### src/rtl/status_light_map.vh
// constants for the status lamp flash coder: apb map, field positions, timings
`ifndef STATUS_LIGHT_MAP_VH
`define STATUS_LIGHT_MAP_VH

// register byte offsets
`define SL_CTRL_OFS        12'h000
`define SL_FLT_OFS         12'h004
`define SL_STAT_OFS        12'h008
`define SL_IRQ_STAT_OFS    12'h00C
`define SL_IRQ_MASK_OFS    12'h010
`define SL_SLOT_OFS        12'h014
`define SL_ADDR_W          12

// control fields
`define SL_CTRL_DIGITAL    0
`define SL_CTRL_ST_DONE    1
`define SL_CTRL_ST_FAIL    2
`define SL_CTRL_W          3

// fault register fields
`define SL_F_SCAN_LONG     0
`define SL_F_OVERHEAD      1
`define SL_F_MEMORY        2
`define SL_F_DRIVER        3
`define SL_F_SLOT          4
`define SL_F_BLOCK         5
`define SL_F_SOFT          6
`define SL_FLT_W           7
`define SL_EVT_W           8
`define SL_EVT_BATT        7

// timings in milliseconds, clock in kHz
`define SL_FLASH_ON_MS     200
`define SL_FLASH_OFF_MS    200
`define SL_SHORT_MS        800
`define SL_LONG_MS         2000
`define SL_PULSE_MS        1000
`define SL_SCAN_LIMIT_MS   200
`define SL_CLK_KHZ         40000

`endif

### src/rtl/status_light_flash_coder.v
// status lamp controller: power, scan and diagnostic lamps with apb registers
//
// Design decisions made here: the APB slave port and the register addresses.
`timescale 1ns/1ps
`include "status_light_map.vh"

module status_light_flash_coder #(
    parameter TICK_CYC   = `SL_CLK_KHZ,
    parameter ON_T       = `SL_FLASH_ON_MS,
    parameter OFF_T      = `SL_FLASH_OFF_MS,
    parameter SHORT_T    = `SL_SHORT_MS,
    parameter LONG_T     = `SL_LONG_MS,
    parameter PULSE_T    = `SL_PULSE_MS,
    parameter SCAN_LIM_T = `SL_SCAN_LIMIT_MS
) (
    input  wire        mclk,
    input  wire        rst,
    input  wire        psel,
    input  wire        penable,
    input  wire        pwrite,
    input  wire [11:0] paddr,
    input  wire [31:0] pwdata,
    output reg  [31:0] prdata,
    output wire        pready,
    output wire        pslverr,
    input  wire        supply_good,
    input  wire        battery_low,
    input  wire        scan_running,
    input  wire        scan_start,
    output reg         power_lamp,
    output reg         scan_lamp,
    output reg  [7:0]  diag_level,
    output reg         outputs_enable,
    output reg         analog_zero,
    output wire        irq
);
    // ------------------------------------------------------------------
    // pin synchronisers: three stages, change counted when 2 and 3 agree
    // ------------------------------------------------------------------
    reg  [3:0] s1_reg, s2_reg, s3_reg, pin_reg;
    wire [3:0] pins = {scan_start, scan_running, battery_low, supply_good};

    always @(posedge mclk) begin
        if (rst) begin
            s1_reg  <= 4'h0;
            s2_reg  <= 4'h0;
            s3_reg  <= 4'h0;
            pin_reg <= 4'h0;
        end else begin
            s1_reg <= pins;
            s2_reg <= s1_reg;
            s3_reg <= s2_reg;
            pin_reg <= (s2_reg & s3_reg) | (pin_reg & (s2_reg | s3_reg));
        end
    end

    wire sup_ok   = pin_reg[0];
    wire batt_low = pin_reg[1];
    wire running  = pin_reg[2];
    wire start_lv = pin_reg[3];
    reg  start_d_reg;

    // ------------------------------------------------------------------
    // millisecond tick from the 40 MHz clock
    // ------------------------------------------------------------------
    reg [15:0] div_reg;
    reg        tick;

    always @(posedge mclk) begin
        if (rst) begin
            div_reg <= 16'h0000;
            tick    <= 1'b0;
        end else if (div_reg >= TICK_CYC[15:0] - 16'h0001) begin
            div_reg <= 16'h0000;
            tick    <= 1'b1;
        end else begin
            div_reg <= div_reg + 16'h0001;
            tick    <= 1'b0;
        end
    end

    // ------------------------------------------------------------------
    // apb registers
    // ------------------------------------------------------------------
    reg  [`SL_CTRL_W-1:0] ctrl_reg;
    reg  [`SL_FLT_W-1:0]  flt_reg;
    reg  [`SL_EVT_W-1:0]  ist_reg, imask_reg;
    reg  [7:0]            slot_reg;
    reg                   st_done_reg, st_fail_reg;
    reg                   scan_long_reg;
    wire                  wr = psel & penable & pwrite;
    wire [`SL_FLT_W-1:0]  faults = flt_reg | {{(`SL_FLT_W-1){1'b0}}, scan_long_reg};
    wire [`SL_EVT_W-1:0]  evt;
    reg  [`SL_FLT_W-1:0]  faults_d_reg;
    reg                   batt_d_reg;

    function hit;
        input [11:0] a;
        input [11:0] ofs;
        begin
            hit = (a == ofs);
        end
    endfunction

    assign pready  = 1'b1;
    assign pslverr = 1'b0;
    assign evt     = {batt_low & ~batt_d_reg, faults & ~faults_d_reg};
    assign irq     = |(ist_reg & imask_reg);

    // writes; set of a status bit beats a simultaneous write-one clear
    always @(posedge mclk) begin
        if (rst) begin
            ctrl_reg     <= {`SL_CTRL_W{1'b0}};
            flt_reg      <= {`SL_FLT_W{1'b0}};
            ist_reg      <= {`SL_EVT_W{1'b0}};
            imask_reg    <= {`SL_EVT_W{1'b0}};
            slot_reg     <= 8'h00;
            faults_d_reg <= {`SL_FLT_W{1'b0}};
            batt_d_reg   <= 1'b0;
        end else begin
            faults_d_reg <= faults;
            batt_d_reg   <= batt_low;
            if (wr && hit(paddr, `SL_CTRL_OFS))
                ctrl_reg <= pwdata[`SL_CTRL_W-1:0];
            if (wr && hit(paddr, `SL_FLT_OFS))
                flt_reg <= pwdata[`SL_FLT_W-1:0];
            if (wr && hit(paddr, `SL_IRQ_MASK_OFS))
                imask_reg <= pwdata[`SL_EVT_W-1:0];
            if (wr && hit(paddr, `SL_SLOT_OFS))
                slot_reg <= pwdata[7:0];
            if (wr && hit(paddr, `SL_IRQ_STAT_OFS))
                ist_reg <= (ist_reg & ~pwdata[`SL_EVT_W-1:0]) | evt;
            else
                ist_reg <= ist_reg | evt;
        end
    end

    // read mux, unmapped reads give zero
    always @* begin
        prdata = 32'h0000_0000;
        if (hit(paddr, `SL_CTRL_OFS))
            prdata[`SL_CTRL_W-1:0] = ctrl_reg;
        else if (hit(paddr, `SL_FLT_OFS))
            prdata[`SL_FLT_W-1:0] = faults;
        else if (hit(paddr, `SL_STAT_OFS))
            prdata[5:0] = {st_fail_reg, st_done_reg, batt_low, running,
                           sup_ok, scan_lamp};
        else if (hit(paddr, `SL_IRQ_STAT_OFS))
            prdata[`SL_EVT_W-1:0] = ist_reg;
        else if (hit(paddr, `SL_IRQ_MASK_OFS))
            prdata[`SL_EVT_W-1:0] = imask_reg;
        else if (hit(paddr, `SL_SLOT_OFS))
            prdata[7:0] = slot_reg;
    end

    // ------------------------------------------------------------------
    // power-up self-test result, latched once after reset only
    // ------------------------------------------------------------------
    always @(posedge mclk) begin
        if (rst) begin
            st_done_reg <= 1'b0;
            st_fail_reg <= 1'b0;
        end else if (!st_done_reg && ctrl_reg[`SL_CTRL_ST_DONE]) begin
            st_done_reg <= 1'b1;
            st_fail_reg <= ctrl_reg[`SL_CTRL_ST_FAIL];
        end
    end

    // ------------------------------------------------------------------
    // scan watchdog: a scan longer than the limit is a lost scan
    // ------------------------------------------------------------------
    reg [15:0] scan_ms_reg;

    always @(posedge mclk) begin
        if (rst) begin
            scan_ms_reg   <= 16'h0000;
            scan_long_reg <= 1'b0;
            start_d_reg   <= 1'b0;
        end else begin
            start_d_reg <= start_lv;
            if (wr && hit(paddr, `SL_FLT_OFS) && !pwdata[`SL_F_SCAN_LONG]) // set wins
                scan_long_reg <= 1'b0;
            if (!running) begin
                scan_ms_reg <= 16'h0000;
            end else if (start_lv && !start_d_reg) begin
                scan_ms_reg <= 16'h0000;
            end else if (tick) begin
                if (scan_ms_reg >= SCAN_LIM_T[15:0])
                    scan_long_reg <= 1'b1;
                else
                    scan_ms_reg <= scan_ms_reg + 16'h0001;
            end
        end
    end

    // ------------------------------------------------------------------
    // code selection, highest listed fault first
    // ------------------------------------------------------------------
    reg  [3:0] cd0, cd1, cd2;
    reg        code_on;
    wire       digital = ctrl_reg[`SL_CTRL_DIGITAL];

    // zero digit flashes ten times
    function [3:0] ten0;
        input [3:0] v;
        begin
            ten0 = (v == 4'h0) ? 4'hA : v;
        end
    endfunction

    always @* begin
        cd0 = 4'h0;
        cd1 = 4'h0;
        cd2 = 4'h0;
        code_on = 1'b1;
        if (faults[`SL_F_SCAN_LONG]) begin
            cd0 = 4'h1; cd1 = 4'h2; cd2 = 4'h3;
        end else if (faults[`SL_F_OVERHEAD]) begin
            cd0 = 4'h1; cd1 = 4'h2; cd2 = 4'h4;
        end else if (faults[`SL_F_MEMORY]) begin
            cd0 = 4'h1; cd1 = 4'h2; cd2 = 4'h5;
        end else if (faults[`SL_F_DRIVER]) begin
            cd0 = 4'h2; cd1 = 4'h2; cd2 = 4'h2;
        end else if (faults[`SL_F_SLOT]) begin
            cd0 = 4'h2; cd1 = 4'h2; cd2 = ten0(slot_reg[3:0]);
        end else if (faults[`SL_F_BLOCK]) begin
            cd0 = 4'h3;
            cd1 = ten0({1'b0, slot_reg[6:4]});
            cd2 = ten0(slot_reg[3:0]);
        end else if (digital && batt_low) begin
            cd0 = 4'h6; cd1 = 4'h2; cd2 = 4'h1;
        end else begin
            code_on = 1'b0;
        end
    end

    wire code_lamp;

    flash_digit_seq #(
        .ON_T    (ON_T),
        .OFF_T   (OFF_T),
        .SHORT_T (SHORT_T),
        .LONG_T  (LONG_T)
    ) u_seq (
        .mclk (mclk),
        .rst  (rst),
        .tick (tick),
        .run  (code_on & running),
        .d0   (cd0),
        .d1   (cd1),
        .d2   (cd2),
        .lamp (code_lamp)
    );

    // ------------------------------------------------------------------
    // pulse ramp for software-class faults
    // ------------------------------------------------------------------
    reg [15:0] ramp_reg;
    reg        ramp_up_reg;
    reg        blink_reg;

    always @(posedge mclk) begin
        if (rst) begin
            ramp_reg    <= 16'h0000;
            ramp_up_reg <= 1'b1;
            blink_reg   <= 1'b0;
        end else if (tick) begin
            if (ramp_reg >= PULSE_T[15:0] - 16'h0001) begin
                ramp_reg    <= 16'h0000;
                ramp_up_reg <= ~ramp_up_reg;
                blink_reg   <= ~blink_reg;
            end else begin
                ramp_reg <= ramp_reg + 16'h0001;
            end
        end
    end

    wire [7:0] ramp_lvl = ramp_reg[9:2];

    // ------------------------------------------------------------------
    // lamp and output drivers
    // ------------------------------------------------------------------
    always @(posedge mclk) begin
        if (rst) begin
            power_lamp     <= 1'b0;
            scan_lamp      <= 1'b0;
            diag_level     <= 8'h00;
            outputs_enable <= 1'b0;
            analog_zero    <= 1'b1;
        end else begin
            // battery flash only on analog and ring variants
            if (!sup_ok)
                power_lamp <= 1'b0;
            else if (batt_low && !digital)
                power_lamp <= blink_reg;
            else
                power_lamp <= 1'b1;
            scan_lamp      <= running & sup_ok;
            outputs_enable <= running & sup_ok;
            analog_zero    <= ~(running & sup_ok);
            if (!st_done_reg || st_fail_reg)
                diag_level <= 8'hFF;
            else if (!running)
                diag_level <= 8'h00;
            else if (faults[`SL_F_SOFT])
                diag_level <= ramp_up_reg ? ramp_lvl : ~ramp_lvl;
            else
                diag_level <= code_lamp ? 8'hFF : 8'h00;
        end
    end
endmodule // status_light_flash_coder

### src/rtl/flash_digit_seq.v
// flash sequencer: long pause, three digit flash groups, long pause, repeat
`timescale 1ns/1ps
`include "status_light_map.vh"

module flash_digit_seq #(
    parameter TICK_MS  = 1,
    parameter ON_T     = `SL_FLASH_ON_MS,
    parameter OFF_T    = `SL_FLASH_OFF_MS,
    parameter SHORT_T  = `SL_SHORT_MS,
    parameter LONG_T   = `SL_LONG_MS
) (
    input  wire        mclk,
    input  wire        rst,
    input  wire        tick,
    input  wire        run,
    input  wire [3:0]  d0,
    input  wire [3:0]  d1,
    input  wire [3:0]  d2,
    output reg         lamp
);
    localparam S_IDLE = 4'b0001;
    localparam S_LONG = 4'b0010;
    localparam S_ON   = 4'b0100;
    localparam S_GAP  = 4'b1000;

    reg [3:0]  state_reg;
    reg [15:0] tmr_reg;
    reg [3:0]  cnt_reg;
    reg [1:0]  dig_reg;
    reg [3:0]  cur;

    // digits latched at every long pause so a code never tears mid-group
    reg [3:0]  c0_reg, c1_reg, c2_reg;

    always @* begin
        case (dig_reg)
            2'h0:    cur = c0_reg;
            2'h1:    cur = c1_reg;
            default: cur = c2_reg;
        endcase
    end

    // --------------------------------------------------------------
    // sequencer
    // --------------------------------------------------------------
    always @(posedge mclk) begin
        if (rst || !run) begin
            state_reg <= S_IDLE;
            tmr_reg   <= 16'h0000;
            cnt_reg   <= 4'h0;
            dig_reg   <= 2'h0;
            lamp      <= 1'b0;
            c0_reg    <= 4'h0;
            c1_reg    <= 4'h0;
            c2_reg    <= 4'h0;
        end else begin
            case (state_reg)
                S_IDLE: begin
                    state_reg <= S_LONG;
                    tmr_reg   <= 16'h0000;
                end
                S_LONG: if (tick) begin
                    if (tmr_reg >= LONG_T[15:0] - 16'h0001) begin
                        state_reg <= S_ON;
                        tmr_reg   <= 16'h0000;
                        dig_reg   <= 2'h0;
                        cnt_reg   <= 4'h0;
                        c0_reg    <= d0;
                        c1_reg    <= d1;
                        c2_reg    <= d2;
                        lamp      <= 1'b1;
                    end else begin
                        tmr_reg <= tmr_reg + 16'h0001;
                    end
                end
                S_ON: if (tick) begin
                    if (tmr_reg >= ON_T[15:0] - 16'h0001) begin
                        lamp      <= 1'b0;
                        state_reg <= S_GAP;
                        tmr_reg   <= 16'h0000;
                        cnt_reg   <= cnt_reg + 4'h1;
                    end else begin
                        tmr_reg <= tmr_reg + 16'h0001;
                    end
                end
                S_GAP: if (tick) begin
                    // within a digit the off time, between digits the short pause
                    if (cnt_reg < cur) begin
                        if (tmr_reg >= OFF_T[15:0] - 16'h0001) begin
                            state_reg <= S_ON;
                            tmr_reg   <= 16'h0000;
                            lamp      <= 1'b1;
                        end else begin
                            tmr_reg <= tmr_reg + 16'h0001;
                        end
                    end else if (dig_reg == 2'h2) begin
                        state_reg <= S_LONG;
                        tmr_reg   <= 16'h0000;
                    end else if (tmr_reg >= SHORT_T[15:0] - 16'h0001) begin
                        dig_reg   <= dig_reg + 2'h1;
                        cnt_reg   <= 4'h0;
                        state_reg <= S_ON;
                        tmr_reg   <= 16'h0000;
                        lamp      <= 1'b1;
                    end else begin
                        tmr_reg <= tmr_reg + 16'h0001;
                    end
                end
                default: state_reg <= S_IDLE;
            endcase
        end
    end
endmodule // flash_digit_seq

### config.mk
export PLATFORM = sky130hd
export DESIGN_NAME = status_light_flash_coder
export DESIGN_NICKNAME = d
export VERILOG_FILES = /design/src/rtl/status_light_flash_coder.v /design/src/rtl/flash_digit_seq.v
export VERILOG_INCLUDE_DIRS = /design/src /design/src/rtl
export SDC_FILE = /design/constraint.sdc
export NUM_CORES = 1
export LEC_CHECK = 0
export BUFFER_PORTS_ARGS = -buffer_cell sky130_fd_sc_hd__buf_4
export CORE_UTILIZATION = 55
export CTS_CLUSTER_SIZE = 12
export DETAILED_ROUTE_END_ITERATION = 7
export PLACE_DENSITY = 0.76
export SETUP_SLACK_MARGIN = 0.2
export SYNTH_ARGS = -nofsm -noshare
export SYNTH_HDL_FRONTEND = slang
export SYNTH_HIERARCHICAL = 1
export SYNTH_SLANG_ARGS = --single-unit
### constraint.sdc
create_clock -name mclk -period 6.8 [get_ports mclk]
set_input_delay 0.68 -clock mclk [delete_from_list [all_inputs] [get_ports mclk]]
set_output_delay 0.68 -clock mclk [all_outputs]
set_load 0.01 [all_outputs]
==> impl_metrics.py <==
metrics = {
    "finish": {
        "final_cells": 1127,
        "final_area_mm2": 0.008780,
        "synthToLayoutAreaGrowth_pct": 10.94,
        "drive_gt1_share_pct": 12.35,
        "diodes": 0,
        "nets": 999,
    },
    "grt": {
        "grt_pass1_vias": 5952,
        "overflow": 0,
        "grt_pass1_wl_um": 28710,
        "grt_start_max_net_pins": 78,
        "antenna_found_initial": 0,
        "grtUsageTotal_pct": 24.54,
    },
    "outcome": {
        "status": "complete, no violations",
    },
    "sta": {
        "clock.fmax_ghz": 0.3017,
        "slew_headroom_pct": 26.47,
        "period_needed_ns": 3.315,
        "hold_viol": 0,
        "post-route-period-util_pct": 48.75,
        "skew_ns": 0.008194,
        "tightestPinTransition_ns": 1.101,
        "finalSetupViolCount": 0,
        "rsz0062_at_grt": "no",
        "tns_ns": 0,
        "report.final.slew_viol_count": 0,
        "fin_ws_ns": 3.485,
    },
    "placement": {
        "gp_congestion": 0.8833,
        "portBuffers": 49,
        "dp_slack_ns": 3.491,
        "dp.cells": 1095,
        "placed_area_mm2": 0.008200,
        "dp_hpwl_um": 11420,
    },
    "yosys": {
        "synth-simple-area-share_pct": 25.61,
        "async_flop_share_pct": 0,
        "muxShareOfSynthArea_pct": 6.372,
        "synth_top_family_by_area": "simple AND/OR/NAND/NOR gates",
        "synth_ff_type": "dfxtp_1",
        "ys_warn_count": 6,
        "synth_edf_count": 0,
        "yosysUniqueCellTypes": 78,
        "synth_seq_area_share_pct": 41.23,
        "synth_fa_ha_area_share_pct": 1.897,
        "synth_seq_cells": 163,
        "synth_xor_area_share_pct": 4.206,
        "synth_compound_area_share_pct": 14.39,
        "synth_cells": 915,
        "avgSynthCellArea_um2": 8.649,
        "netlist_area_mm2": 0.007914,
    },
    "pwr": {
        "leakagePower_nw": 3.375,
        "vdd_drop_max_v": 0.0001811,
        "powerDensity_mw_per_mm2": 224.8,
    },
    "die": {
        "die-area_mm2": 0.01487,
        "start_util_pct": 56.79,
        "die_h_um": 122.0,
        "core_area_mm2": 0.01393,
        "placementRows": 43,
        "die_w_um": 122.0,
        "io_pins": 100,
    },
    "critical_path": {
        "cp-end-kind": "output port",
        "rr_startpoint": "u_seq/dig_reg[0]",
        "crit_path_start": "paddr[9]",
        "crit_path_max_fanout": 21,
        "cp.required_ns": 6.12,
        "crit_type": "in -> out",
        "arrival_ns": 2.63,
        "critPathLaunchType": "primary input",
    },
    "clocking": {
        "cts_buffers": 17,
        "cts_tree": "yes",
        "cts.sinks": 163,
        "cts_resized": 0,
        "clkLatencyLatePin_ns": 0.43,
        "clock_path_buffers": 2,
        "post_cts_buffers": 0,
        "cts-root-buf": "clkbuf_16",
        "cts_max_level": 4,
        "postCtsHoldBufs": 0,
        "clk_pin_slew_ns": 0.07,
    },
    "routing": {
        "drtIter0Drc": 537,
        "drc": 0,
        "wl_per_cell_um": 15.40,
        "drt-total-wl_um": 17360,
        "drtAntennaViolNets": 0,
        "via_per_inst": 5.777,
        "drtPass1Iterations": 5,
        "vias": 6511,
    },
    "flow_run": {
        "max-cap-violations": 0,
    },
    "min_path": {
        "min-delay-path-class": "reg -> reg",
        "min-delay-start": "faults_d_reg[3]",
    },
}
[final timing paths]
path | end | slack (ns) | cells after the start
max | prdata[0] | 3.49 | 6
min | ist_reg[3] | 0.43 | 1
max reg2reg | u_seq/tmr_reg[9] | 3.90 | 12
min reg2reg | ist_reg[3] | 0.43 | 1
[layout make-up]
type                            count  area, um2
Tap cell                          180      225.2
Multi-Input combinational cell    681       4254
Inverter                           20      75.07
Sequential cell                   163       3263
Clock inverter                     13      136.4
Timing Repair Buffer               51      382.9
Fill cell                        1205       5155
Clock buffer                       19      442.9
[power by group]
| group | leakage [nW] | internal, W | switching [W] | total (W) |
|---|---|---|---|---|
| logic | 1.78 | 0.0000238 | 0.0000446 | 0.0000684 |
| registers | 1.32 | 0.000961 | 0.00000381 | 0.000965 |
| clock network | 0.275 | 0.000525 | 0.000414 | 0.000940 |
| total | 3.38 | 0.00151 | 0.000463 | 0.00197 |
[worst max-delay path, stage by stage]
cell and delay [ns]:
buf_4 0.12, nor3_1 0.49, and2_1 0.69, a31oi_1 0.15, a211oi_1 0.32, buf_4 0.18
[cell usage after synthesis (all sizes together) (8+ instances only)]
cell / count / area [um2]
nor3b: 8 / 60.06
mux2: 9 / 101.4
nor4: 16 / 121.4
o21ai: 44 / 224.0
or4: 10 / 82.58
buf: 41 / 284.0
nand4: 40 / 256.5
xnor2: 19 / 166.4
nand3: 39 / 195.2
xor2: 19 / 166.4
ha: 12 / 150.1
nand2: 42 / 157.7
nor3: 23 / 126.4
and3: 13 / 82.58
a21oi: 55 / 286.5
and2: 20 / 126.4
clkbuf: 35 / 131.4
inv: 19 / 71.32
dfxtp: 163 / 3263
mux2i: 39 / 402.9
nor2: 119 / 446.7
nor2b: 32 / 200.2
[stage by stage]
stage	power, W	hold slack (ns)	utilization [%]
2_1_floorplan	0.001037	0.3998	-
3_3_place_gp	0.001054	0.4075	58.85
3_5_place_dp	0.001054	0.4119	58.85
4_1_cts	0.001989	0.4243	63.01
5_1_grt	0.002041	0.4541	63.01
6_report	0.001974	0.4269	63.01
[cell families (layout without fill, tap and decap cells)]
| family | Yosys count | after routing |
|---|---|---|
| AND/OR/NAND/NOR | 385 | 385 |
| AO/OA/AOI/OAI | 171 | 171 |
| flip-flops | 163 | 163 |
| buffers and inverters | 96 | 103 |
| multiplexers | 48 | 48 |
| XOR/XNOR | 38 | 38 |
| adder cells (fa/ha/maj) | 12 | 12 |
| other | 2 | 27 |
[layout by cell type (no fill, tap or decap), drive strengths merged, types with 23 or more instances in the layout]
cell type / count
a21oi: 55
buf: 51
conb: 27
dfxtp: 163
inv: 26
mux2i: 39
nand2: 42
nand3: 39
nand4: 40
nor2: 119
nor2b: 32
nor3: 23
o21ai: 44
[layer usage]
layer / global-route usage (%) / routed length [um] / vias up
met5: 0 / 0 / -
li1: - / - / 3253
met1: 33.43 / 8307 / 3056
met4: 7.099 / 226 / 0
met3: 7.210 / 1043 / 23
met2: 37.43 / 7779 / 179
(Power assumes the default switching activity.)
